==> src/snr_pkg.sv <==
// package of constants for the spi nvram read, sleep and ident block
package snr_pkg;
	// ----------------------------------------------------------------
	// opcodes
	// ----------------------------------------------------------------
	localparam logic [7:0] SNR_OP_FAST_READ  = 8'h0b;
	localparam logic [7:0] SNR_OP_SLEEP      = 8'hb9;
	localparam logic [7:0] SNR_OP_READ_IDENT = 8'h9f;

	// ----------------------------------------------------------------
	// geometry and counts
	// ----------------------------------------------------------------
	localparam int         SNR_ADDR_W     = 15;
	localparam int         SNR_IDENT_LEN  = 9;
	localparam logic [2:0] SNR_BIT_LAST   = 3'h7;
	localparam logic [1:0] SNR_HDR_ADDR_LO = 2'h1;
	localparam logic [1:0] SNR_HDR_DUMMY  = 2'h2;
	localparam logic [3:0] SNR_IDENT_LAST = 4'h8;
	localparam logic [3:0] SNR_ID_MFR_LAST = 4'h6;

	// ----------------------------------------------------------------
	// identity: every value here but the reserved field is arbitrary
	// ----------------------------------------------------------------
	localparam logic [7:0] SNR_ID_CONT   = 8'h5a;  // arbitrary
	localparam logic [7:0] SNR_ID_MFR    = 8'h3c;  // arbitrary
	localparam logic [2:0] SNR_ID_FAMILY = 3'h1;   // arbitrary
	localparam logic [4:0] SNR_ID_DENS   = 5'h02;  // arbitrary
	localparam logic [1:0] SNR_ID_SUB    = 2'h1;   // arbitrary
	localparam logic [2:0] SNR_ID_REV    = 3'h1;   // arbitrary
	localparam logic [2:0] SNR_ID_RSVD   = 3'h0;

	// ----------------------------------------------------------------
	// timing
	// ----------------------------------------------------------------
	localparam int SNR_CLK_NS      = 4;
	localparam int SNR_WAKE_REC_NS = 400;  // wake_recovery_time, plain default
	localparam int SNR_WAKE_CYC    = SNR_WAKE_REC_NS / SNR_CLK_NS;

	// ----------------------------------------------------------------
	// command states, gray along opcode -> header -> data
	// ----------------------------------------------------------------
	typedef enum logic [2:0] {
		SNR_ST_OPCODE = 3'h0,
		SNR_ST_HEADER = 3'h1,
		SNR_ST_DATA   = 3'h3,
		SNR_ST_IDENT  = 3'h2,
		SNR_ST_IGNORE = 3'h6,
		SNR_ST_SLEEP  = 3'h7,
		SNR_ST_WAKE   = 3'h5
	} snr_state_t;
endpackage

==> src/snr_spi_nvram.sv <==
// spi slave logic: fast read, hold, sleep/wake and ident readout
// How it works
// - opcode 0bh first byte is fast read
// - two address bytes then one dummy byte
// - dummy byte is eight silent clocks
// - data bytes shift out msb first continuously
// - address increments per byte, wraps 7fffh
// - serial input ignored while data drives out
// - chip select rise ends read, output released
// - hold low while sck low freezes operation
// - hold high while sck low resumes operation
// - opcode b9h then select rise enters sleep
// - asleep: ignore sck, si; output released
// - select fall wakes after recovery time
// - opcode 9fh returns manufacturer then product
// - ident nine bytes: six continuation, one id
// - product bytes: family, density, sub, rev, rsvd
// - address msb ignored, fifteen bits used
module snr_spi_nvram
	import snr_pkg::*;
#(
	parameter int ADDR_W   = SNR_ADDR_W,
	parameter int WAKE_CYC = SNR_WAKE_CYC
) (
	// clock and reset
	input  wire logic              clk_i,
	input  wire logic              rst_i,
	// spi pins
	input  wire logic              cs_n_i,
	input  wire logic              sck_i,
	input  wire logic              si_i,
	input  wire logic              hold_n_i,
	output logic                   so_o,
	output logic                   so_oe_o,
	// memory array read port
	output logic [ADDR_W-1:0]      mem_addr_o,
	input  wire logic [7:0]        mem_data_i,
	// status
	output logic                   asleep_o
);
	localparam int WAKE_W = $clog2(WAKE_CYC + 1);
	localparam logic [WAKE_W-1:0] WAKE_LAST = WAKE_W'(WAKE_CYC - 1);

	// ----------------------------------------------------------------
	// ident byte table
	// ----------------------------------------------------------------
	function automatic logic [7:0] ident_byte(input logic [3:0] idx);
		logic [15:0] prod;
		prod = {SNR_ID_FAMILY, SNR_ID_DENS, SNR_ID_SUB, SNR_ID_REV, SNR_ID_RSVD};
		if (idx < SNR_ID_MFR_LAST) begin
			ident_byte = SNR_ID_CONT;
		end else if (idx == SNR_ID_MFR_LAST) begin
			ident_byte = SNR_ID_MFR;
		end else if (idx == SNR_IDENT_LAST) begin
			ident_byte = prod[7:0];
		end else begin
			ident_byte = prod[15:8];
		end
	endfunction

	// ----------------------------------------------------------------
	// pin synchronisers
	// ----------------------------------------------------------------
	logic [3:0] sync1_q;
	logic [3:0] sync2_q;
	logic       cs_n_q;
	logic       sck_q;
	always_ff @(posedge clk_i or posedge rst_i) begin
		if (rst_i) begin
			sync1_q <= 4'hf;
			sync2_q <= 4'hf;
			cs_n_q  <= 1'b1;
			sck_q   <= 1'b0;
		end else begin
			sync1_q <= {cs_n_i, sck_i, si_i, hold_n_i};
			sync2_q <= sync1_q;
			cs_n_q  <= sync2_q[3];
			sck_q   <= sync2_q[2];
		end
	end
	logic cs_n_s, sck_s, si_s, hold_n_s;
	assign {cs_n_s, sck_s, si_s, hold_n_s} = sync2_q;

	// ----------------------------------------------------------------
	// hold latch: changes only while sck is low
	// ----------------------------------------------------------------
	logic held_q;
	always_ff @(posedge clk_i or posedge rst_i) begin
		if (rst_i) begin
			held_q <= 1'b0;
		end else if (!sck_s) begin
			held_q <= !hold_n_s;
		end
	end

	// edges; sck edges frozen while held so all progress is kept
	logic cs_rise, cs_fall, sck_rise, sck_fall;
	assign cs_rise  = cs_n_s && !cs_n_q;
	assign cs_fall  = !cs_n_s && cs_n_q;
	assign sck_rise = sck_s && !sck_q && !cs_n_s && !held_q;
	assign sck_fall = !sck_s && sck_q && !cs_n_s && !held_q;

	// ----------------------------------------------------------------
	// command state
	// ----------------------------------------------------------------
	snr_state_t        state_q;
	logic [2:0]        bit_q;
	logic [1:0]        hdr_q;
	logic [7:0]        shin_q;
	logic [7:0]        shout_q;
	logic [3:0]        id_q;
	logic [ADDR_W-1:0] addr_q;
	logic              sleep_arm_q;
	logic [WAKE_W-1:0] wake_q;
	logic              byte_done;
	logic [7:0]        in_byte;
	assign byte_done = sck_rise && (bit_q == SNR_BIT_LAST);
	assign in_byte   = {shin_q[6:0], si_s};

	// input shifter and bit count, sampled on rising sck
	always_ff @(posedge clk_i or posedge rst_i) begin
		if (rst_i) begin
			bit_q  <= 3'h0;
			shin_q <= 8'h00;
		end else if (cs_n_s) begin
			bit_q <= 3'h0;
		end else if (sck_rise) begin
			bit_q  <= bit_q + 3'h1;
			shin_q <= in_byte;  // unused once data flows
		end
	end

	// state machine
	always_ff @(posedge clk_i or posedge rst_i) begin
		if (rst_i) begin
			state_q     <= SNR_ST_OPCODE;
			hdr_q       <= 2'h0;
			addr_q      <= '0;
			id_q        <= 4'h0;
			sleep_arm_q <= 1'b0;
			wake_q      <= '0;
		end else begin
			case (state_q)
				SNR_ST_SLEEP: begin
					if (cs_fall) begin
						state_q <= SNR_ST_WAKE;
						wake_q  <= '0;
					end
				end
				SNR_ST_WAKE: begin
					wake_q <= wake_q + WAKE_W'(1);
					if (wake_q == WAKE_LAST) begin
						state_q <= cs_n_s ? SNR_ST_OPCODE : SNR_ST_IGNORE;
					end
				end
				default: begin
					if (cs_n_s) begin
						if (cs_rise && sleep_arm_q) begin
							state_q <= SNR_ST_SLEEP;
						end else begin
							state_q <= SNR_ST_OPCODE;
						end
						sleep_arm_q <= 1'b0;
						hdr_q       <= 2'h0;
					end else if (byte_done) begin
						case (state_q)
							SNR_ST_OPCODE: begin
								if (in_byte == SNR_OP_FAST_READ) begin
									state_q <= SNR_ST_HEADER;
								end else if (in_byte == SNR_OP_READ_IDENT) begin
									state_q <= SNR_ST_IDENT;
									id_q    <= 4'h0;
								end else if (in_byte == SNR_OP_SLEEP) begin
									sleep_arm_q <= 1'b1;
									state_q     <= SNR_ST_IGNORE;
								end else begin
									state_q <= SNR_ST_IGNORE;
								end
							end
							SNR_ST_HEADER: begin
								hdr_q <= hdr_q + 2'h1;
								if (hdr_q == 2'h0) begin
									addr_q[ADDR_W-1:8] <= in_byte[ADDR_W-9:0];
								end else if (hdr_q == SNR_HDR_ADDR_LO) begin
									addr_q[7:0] <= in_byte;
								end else if (hdr_q == SNR_HDR_DUMMY) begin
									state_q <= SNR_ST_DATA;
								end
							end
							SNR_ST_DATA: begin
								addr_q <= addr_q + ADDR_W'(1);
							end
							SNR_ST_IDENT: begin
								if (id_q != SNR_IDENT_LAST) begin
									id_q <= id_q + 4'h1;
								end
							end
							SNR_ST_IGNORE: begin
								sleep_arm_q <= 1'b0;  // extra bytes cancel sleep
							end
							default: state_q <= SNR_ST_IGNORE;
						endcase
					end
				end
			endcase
		end
	end

	// ----------------------------------------------------------------
	// output shifter: loads a byte at bit 0, shifts after falling sck
	// ----------------------------------------------------------------
	logic       driving;
	logic [7:0] load_byte;
	assign driving   = (state_q == SNR_ST_DATA) || (state_q == SNR_ST_IDENT);
	// byte to start shifting: array data or the ident table entry
	assign load_byte = (state_q == SNR_ST_DATA) ? mem_data_i : ident_byte(id_q);
	always_ff @(posedge clk_i or posedge rst_i) begin
		if (rst_i) begin
			shout_q <= 8'h00;
			so_o    <= 1'b0;
			so_oe_o <= 1'b0;
		end else begin
			if (sck_fall && driving) begin
				if (bit_q == 3'h0) begin
					shout_q <= {load_byte[6:0], 1'b0};
					so_o    <= load_byte[7];
				end else begin
					shout_q <= {shout_q[6:0], 1'b0};
					so_o    <= shout_q[7];
				end
			end
			so_oe_o <= driving && !cs_n_s && !held_q;
		end
	end

	// registered outputs
	always_ff @(posedge clk_i or posedge rst_i) begin
		if (rst_i) begin
			mem_addr_o <= '0;
			asleep_o   <= 1'b0;
		end else begin
			mem_addr_o <= addr_q;
			asleep_o   <= (state_q == SNR_ST_SLEEP) || (state_q == SNR_ST_WAKE);
		end
	end
endmodule

==> config.mk <==
export PLATFORM = sky130hd
export DESIGN_NAME = snr_spi_nvram
export DESIGN_NICKNAME = d
export VERILOG_FILES = /design/src/snr_pkg.sv /design/src/snr_spi_nvram.sv
export SDC_FILE = /design/constraint.sdc
export NUM_CORES = 1
export LEC_CHECK = 0
export BUFFER_PORTS_ARGS = -buffer_cell sky130_fd_sc_hd__buf_2
export CAP_MARGIN = 20
export CORE_MARGIN = 5
export CORE_UTILIZATION = 58
export DETAILED_ROUTE_END_ITERATION = 12
export GPL_TIMING_DRIVEN = 0
export PLACE_DENSITY = 0.81
export SKIP_CTS_REPAIR_TIMING = 1
export SYNTH_ARGS = -nofsm -noshare
export SYNTH_HDL_FRONTEND = slang
export SYNTH_SLANG_ARGS = --single-unit
==> constraint.sdc <==
create_clock -name clk_i -period 6.5 [get_ports clk_i]
set_clock_uncertainty 0.05 [all_clocks]
set_input_delay 0.975 -clock clk_i [delete_from_list [all_inputs] [get_ports clk_i]]
set_output_delay 0.975 -clock clk_i [all_outputs]
set_load 0.005 [all_outputs]
After elaboration in Yosys (flattened, before gate mapping)
Index checks and enable logic that the tools add are counted.
{"block": "totals", "reg_bits": 79, "latchBits": 0, "mem_bits_rw": 0, "rom_bits": 0, "input_bits": 14, "output_inout_bits": 18, "memories": 0}
{"block": "classes", "addsub": 5, "mul": 0, "n_div": 0, "magnitude_cmp": 1, "eq_ne": 31, "shift": 0, "mux": 40, "bitwise_logic": 2, "n_reduce_logical": 42}
{"operator": "3-bit 2-to-1 mux", "count": 13}
{"operator": "7-bit 2-to-1 mux", "count": 5}
{"operator": "8-bit 2-to-1 mux", "count": 4}
{"operator": "15-bit one-hot mux with 2 select lines", "count": 1}
{"operator": "8-bit == test (second input constant)", "count": 2}
{"operator": "2-bit != test (second input constant)", "count": 8}
{"operator": "15-bit by 1-bit adder with 15-bit output (second input constant)", "count": 1}
{"operator": "5-bit != test (second input constant)", "count": 3}
{"operator": "7-bit one-hot mux with 2 select lines", "count": 1}
{"operator": "7-bit AND reduction", "count": 2}
{"operator": "1-bit logical AND", "count": 13}
{"operator": "3-bit == test (second input constant)", "count": 4}
{"operator": "4-bit 2-to-1 mux", "count": 3}
{"operator": "6-bit AND reduction", "count": 2}
{"operator": "2-bit nonzero test", "count": 6}
{"operator": "3-bit != test (second input constant)", "count": 3}
{"operator": "3-bit one-hot mux with 3 select lines", "count": 1}
{"operator": "8-bit by 4-bit == test with 1-bit output (second input constant)", "count": 1}
{"operator": "4-bit one-hot mux with 2 select lines", "count": 1}
{"operator": "7-bit by 1-bit adder with 7-bit output (second input constant)", "count": 1}
{"operator": "7-bit == test (second input constant)", "count": 1}
{"operator": "3-bit by 2-bit == test with 1-bit output (second input constant)", "count": 2}
{"operator": "1-bit zero test", "count": 6}
{"operator": "3-bit zero test", "count": 2}
{"operator": "other kinds (25)", "count": 35}

Longest topological paths before layout
{"block": "depth", "depth_word": 8, "mapped_depth": 7}

Least setup slack after synthesis
Ideal clock, no wire load.
{"block": "synth_path", "kind": "reg-to-reg", "from": "reg sync2_q[3]", "to": "reg addr_q[0]", "t_arrival_ns": 1.682, "setup_slack_ns": 4.640, "path_stages_with_launch": 7, "path_buffers": 2, "synth_period_minus_slack_ns": 1.860, "path_cell_list": "dfstp_2 -> buf_6 -> or4b_4 -> buf_6 -> a211o_1 -> o21ai_0 -> o31ai_1"}
{"block": "synth_between", "elab_chain_cells": 5, "elab_cells_between_ends": 6, "cone_classes": "1 x bitwise; 5 x reduce/logical"}
{"item": "start: declaration", "line": "snr_spi_nvram.sv:65", "source": "logic [3:0] sync2_q;"}
{"item": "start signal: assignment", "line": "snr_spi_nvram.sv:76", "source": "sync2_q <= sync1_q;"}
{"item": "1-bit zero test", "line": "snr_spi_nvram.sv:100", "source": "assign sck_rise = sck_s && !sck_q && !cs_n_s && !held_q;"}
{"item": "1-bit logical AND (2 in series)", "line": "snr_spi_nvram.sv:100"}
{"item": "1-bit logical AND", "line": "snr_spi_nvram.sv:117", "source": "assign byte_done = sck_rise && (bit_q == SNR_BIT_LAST);"}
{"item": "6-bit AND reduction (no source line) *"}
{"item": "end signal: indexed assignment", "line": "snr_spi_nvram.sv:183", "source": "addr_q[ADDR_W-1:8] <= in_byte[ADDR_W-9:0];"}
{"item": "end signal: assignment", "line": "snr_spi_nvram.sv:185", "source": "addr_q[7:0] <= in_byte;"}
{"item": "end signal: assignment", "line": "snr_spi_nvram.sv:191", "source": "addr_q <= addr_q + ADDR_W'(1);"}
{"item": "end: declaration", "line": "snr_spi_nvram.sv:112", "source": "logic [ADDR_W-1:0] addr_q;"}
Every way passes the cells marked *; elsewhere a longest branch is shown, timed or not.
A chain may end at the register's enable or synchronous reset.

Worst setup path in the final report
{"block": "layout_path", "from": "reg sync2_q[3]", "to": "reg id_q[0]"}
{"block": "layout_between", "elab_chain_cells": 5, "elab_cells_between_ends": 6, "cone_classes": "1 x bitwise; 5 x reduce/logical"}
{"item": "1-bit zero test", "line": "snr_spi_nvram.sv:100"}
{"item": "1-bit logical AND (2 in series)", "line": "snr_spi_nvram.sv:100"}
{"item": "1-bit logical AND", "line": "snr_spi_nvram.sv:117"}
{"item": "7-bit AND reduction (no source line) *"}
{"item": "end signal: assignment", "line": "snr_spi_nvram.sv:195", "source": "id_q <= id_q + 4'h1;"}
{"item": "end: declaration", "line": "snr_spi_nvram.sv:111", "source": "logic [3:0] id_q;"}
Marked as above.

==> flow_metrics.py <==
metrics = {
    "outcome": {
        "status": "finished, final reports clean",
    },
    "route": {
        "first_pass_iters": 4,
        "drt_iter0_drc": 238,
        "via_per_inst": 6.236,
        "drcViolationCount": 0,
        "vias": 3199,
        "drtAntennaViolNets": 0,
        "wirelength_mm": 8.715,
        "wire_per_inst_um": 16.99,
    },
    "logic_synthesis": {
        "synthesis.nets": 413,
        "yosys.area.top_type": "dfrtp_1",
        "yosysTopAreaCellShare_pct": 44.53,
        "synth_edf_count": 0,
        "ys_seq_area_share_pct": 50.63,
        "synthesis.instances": 388,
        "yosys.cell_types.count": 67,
        "synth_area_leaders": "dfrtp_1 (45%), dfstp_2 (6.1%), nand2_1 (5.7%)",
        "yosys_warnings": 0,
        "synth_area_um2": 3877,
        "ys_ff_latch": 78,
        "postSynth.asyncResetShare_pct": 100.0,
        "syn_avg_cell_area_um2": 9.993,
        "synth_flop_cell": "dfrtp_1",
    },
    "power": {
        "ir_worst_vdd_mv": 0.1631,
        "leakagePower_uw": 0.002019,
        "power.density_nw_per_um2": 261.9,
        "power.total_uw": 1163,
    },
    "critical_path": {
        "end_kind": "flip-flop",
        "worstPathRequired_ns": 6.69,
        "worst_setup_path_start_kind": "flip-flop",
        "path_class": "flip-flop to flip-flop",
        "crit_path_max_incr_delay_ns": 0.45,
        "rrSetupSlack_ns": 4.20,
        "r2r-end": "id_q[0]",
        "worst_path_max_delay_cell": "nor4b_2",
        "critPathMaxFanout": 10,
        "crit_arrival_ns": 2.49,
        "path_cells": "buf_6 -> nor4b_2 -> nand3_1 -> a21oi_1 -> mux2_2",
        "r2r_start": "sync2_q[3]",
        "r2r_cells": 5,
    },
    "final_layout": {
        "final_area_um2": 4439,
        "areaGrowthSynthToFinish_pct": 14.49,
        "layout-drive-gt1-share_pct": 18.12,
        "diodes": 0,
        "layout.nets": 456,
    },
    "clock_tree": {
        "clock_latency_ns": 0.34,
        "cts.clk_slew.worst_paths_ns": 0.08,
        "htreeDepth": 3,
        "cts_tree": "done",
        "cts-root-buf": "clkbuf_8",
        "numCtsBuffers": 9,
        "cts.path.max_buffers": 2,
        "cts_num_sinks": 78,
    },
    "sta": {
        "grt_setup_unrepaired": "false",
        "period_needed_ns": 2.303,
        "fin_tns_setup_ns": 0,
        "tightest_slew_ns": 0.5372,
        "finalSetupViolCount": 0,
        "finalHoldViolations": 0,
        "fmax_mhz": 434.3,
        "slew-limit-headroom_pct": 63.81,
        "setup_slack_ns": 4.197,
        "maxSlewViolCount": 0,
        "period_share_pct": 35.42,
    },
    "placed_design": {
        "place_hpwl_mm": 5.972,
        "portBuffers": 31,
        "gp_congestion": 0.9633,
        "dpl_cell_area_um2": 4159,
        "dp_slack_ns": 4.249,
    },
    "die": {
        "die_area_um2": 8421,
        "placementRows": 29,
        "core_area_um2": 6422,
        "start_util_pct": 60.37,
        "die_x_um": 91.77,
        "num_io_pins": 32,
        "die_h_um": 91.77,
    },
    "global_route": {
        "grt_pass1_vias": 3015,
        "grt_pass1_wl_mm": 15.07,
        "track_usage_pct": 22.21,
        "gr-total-overflow": 0,
        "antenna_found_initial": 0,
        "grt_max_degree": 52,
    },
    "hold_path": {
        "min_delay_path_depth": 0,
        "hp-start": "sync1_q[2]",
        "hold_class": "flip-flop to flip-flop",
        "holdPathEnd": "sync2_q[2]",
    },
    "flow_run": {
        "maxCapViolCount": 0,
    },
}
[layer usage]
| layer | vias to the layer above | GRT usage, % | wire length (um) |
|---|---|---|---|
| met4 | 0 | 6.064 | 87 |
| met2 | 125 | 32.87 | 3952 |
| li1 | 1506 | - | - |
| met5 | - | 0 | 0 |
| met1 | 1558 | 32.91 | 4134 |
| met3 | 10 | 5.237 | 540 |
[state kept, by name, indices dropped and copies added (netlist names)]
name / cells
mem_addr_o: 15
so_oe_o: 1
state_q: 3
addr_q: 15
cs_n_q: 1
sck_q: 1
bit_q: 3
sync1_q: 4
hdr_q: 2
sync2_q: 4
asleep_o: 1
id_q: 4
sleep_arm_q: 1
wake_q: 7
shout_q: 7
so_o: 1
held_q: 1
shin_q: 7
[cell usage after synthesis, types with 7 or more instances]
cell type / n
o21ai_0: 26
nand2_1: 59
nand3_1: 16
a21oi_1: 12
inv_1: 13
a211oi_1: 8
nand2b_1: 7
ha_1: 11
nor3_1: 9
dfrtp_1: 69
clkbuf_1: 11
dfstp_2: 9
nor2_1: 20
[cells by family (layout without fill, tap and decap cells)]
kind of cell             count (synthesis)  in the layout  share of synthesized area (%)
AO/OA/AOI/OAI                          105            105                          19.20
adder cells (fa/ha/maj)                 11             11                          3.549
buffers and inverters                   33             81                          3.904
flip-flops                              78             78                          50.63
multiplexers                             7              7                          1.936
AND/OR/NAND/NOR                        154            154                          20.78
[area by class of cell]
cell class                 count  area (um^2)
fill                         465         1983
timing repair buffer          32        182.7
clock buffer                  11        151.4
sequential                    78         1963
buffer                        19        98.84
inverter                      14        55.05
tap                           77        96.34
clock inverter                 5        128.9
multi-input combinational    277         1763
[report_power, final]
part           internal, uW  switching (uW)  total [uW]  leakage [uW]
Clock                   316             177         493      0.000140
Combinational          47.3            64.7         112      0.000854
Sequential              524            34.5         558       0.00103
Total                   887             276        1160       0.00202
[per-stage QoR]
step	hold slack (ns)	std cells	util [%]
after global placement	0.2960	496	64.29
after detailed placement	0.2968	497	64.76
after floorplan	0.2952	388	-
final	0.3068	513	69.12
after global routing	0.3116	513	69.12
after CTS	0.3084	513	69.12
[worst max path at each step]
stage | depth (start not counted) | from | endpoint | slack (ns)
final | 5 | sync2_q[3] | id_q[0] | 4.20
after global routing | 5 | sync2_q[3] | id_q[0] | 4.03
after CTS | 4 | sync2_q[2] | id_q[0] | 4.22
after detailed placement | 5 | sync2_q[3] | id_q[0] | 4.25
after global placement | 2 | rst_i | id_q[0] | 2.66
after floorplan | 1 | rst_i | addr_q[0] | 3.49
[cell usage in the layout, fill, tap and decap left out, drive strengths merged, types with 3 or more instances in the layout]
master	n
ha	11
inv	13
a311oi	5
dfstp	9
a21oi	12
buf	40
a21o	3
and3b	5
nor2b	3
nand3	16
a31oi	4
dfrtp	69
and4	3
o22ai	6
a22o	3
clkbuf	22
o21a	3
o211ai	4
nand3b	6
nand4	5
o21ai	28
nand2b	7
nor2	21
a211oi	10
nor3	10
mux2	4
bufinv	4
mux2i	3
o31ai	6
nand2	59
and3	5
[worst max-delay path, delay by kind of cell (launching register included)]
| family | cells | cell delay, ns |
|---|---|---|
| compound gates | 1 | 0.44 |
| mux | 1 | 0.38 |
| simple gates | 2 | 0.82 |
| buf+inv | 1 | 0.13 |
| flops | 1 | 0.38 |
Power figures use the tool's default switching activity.
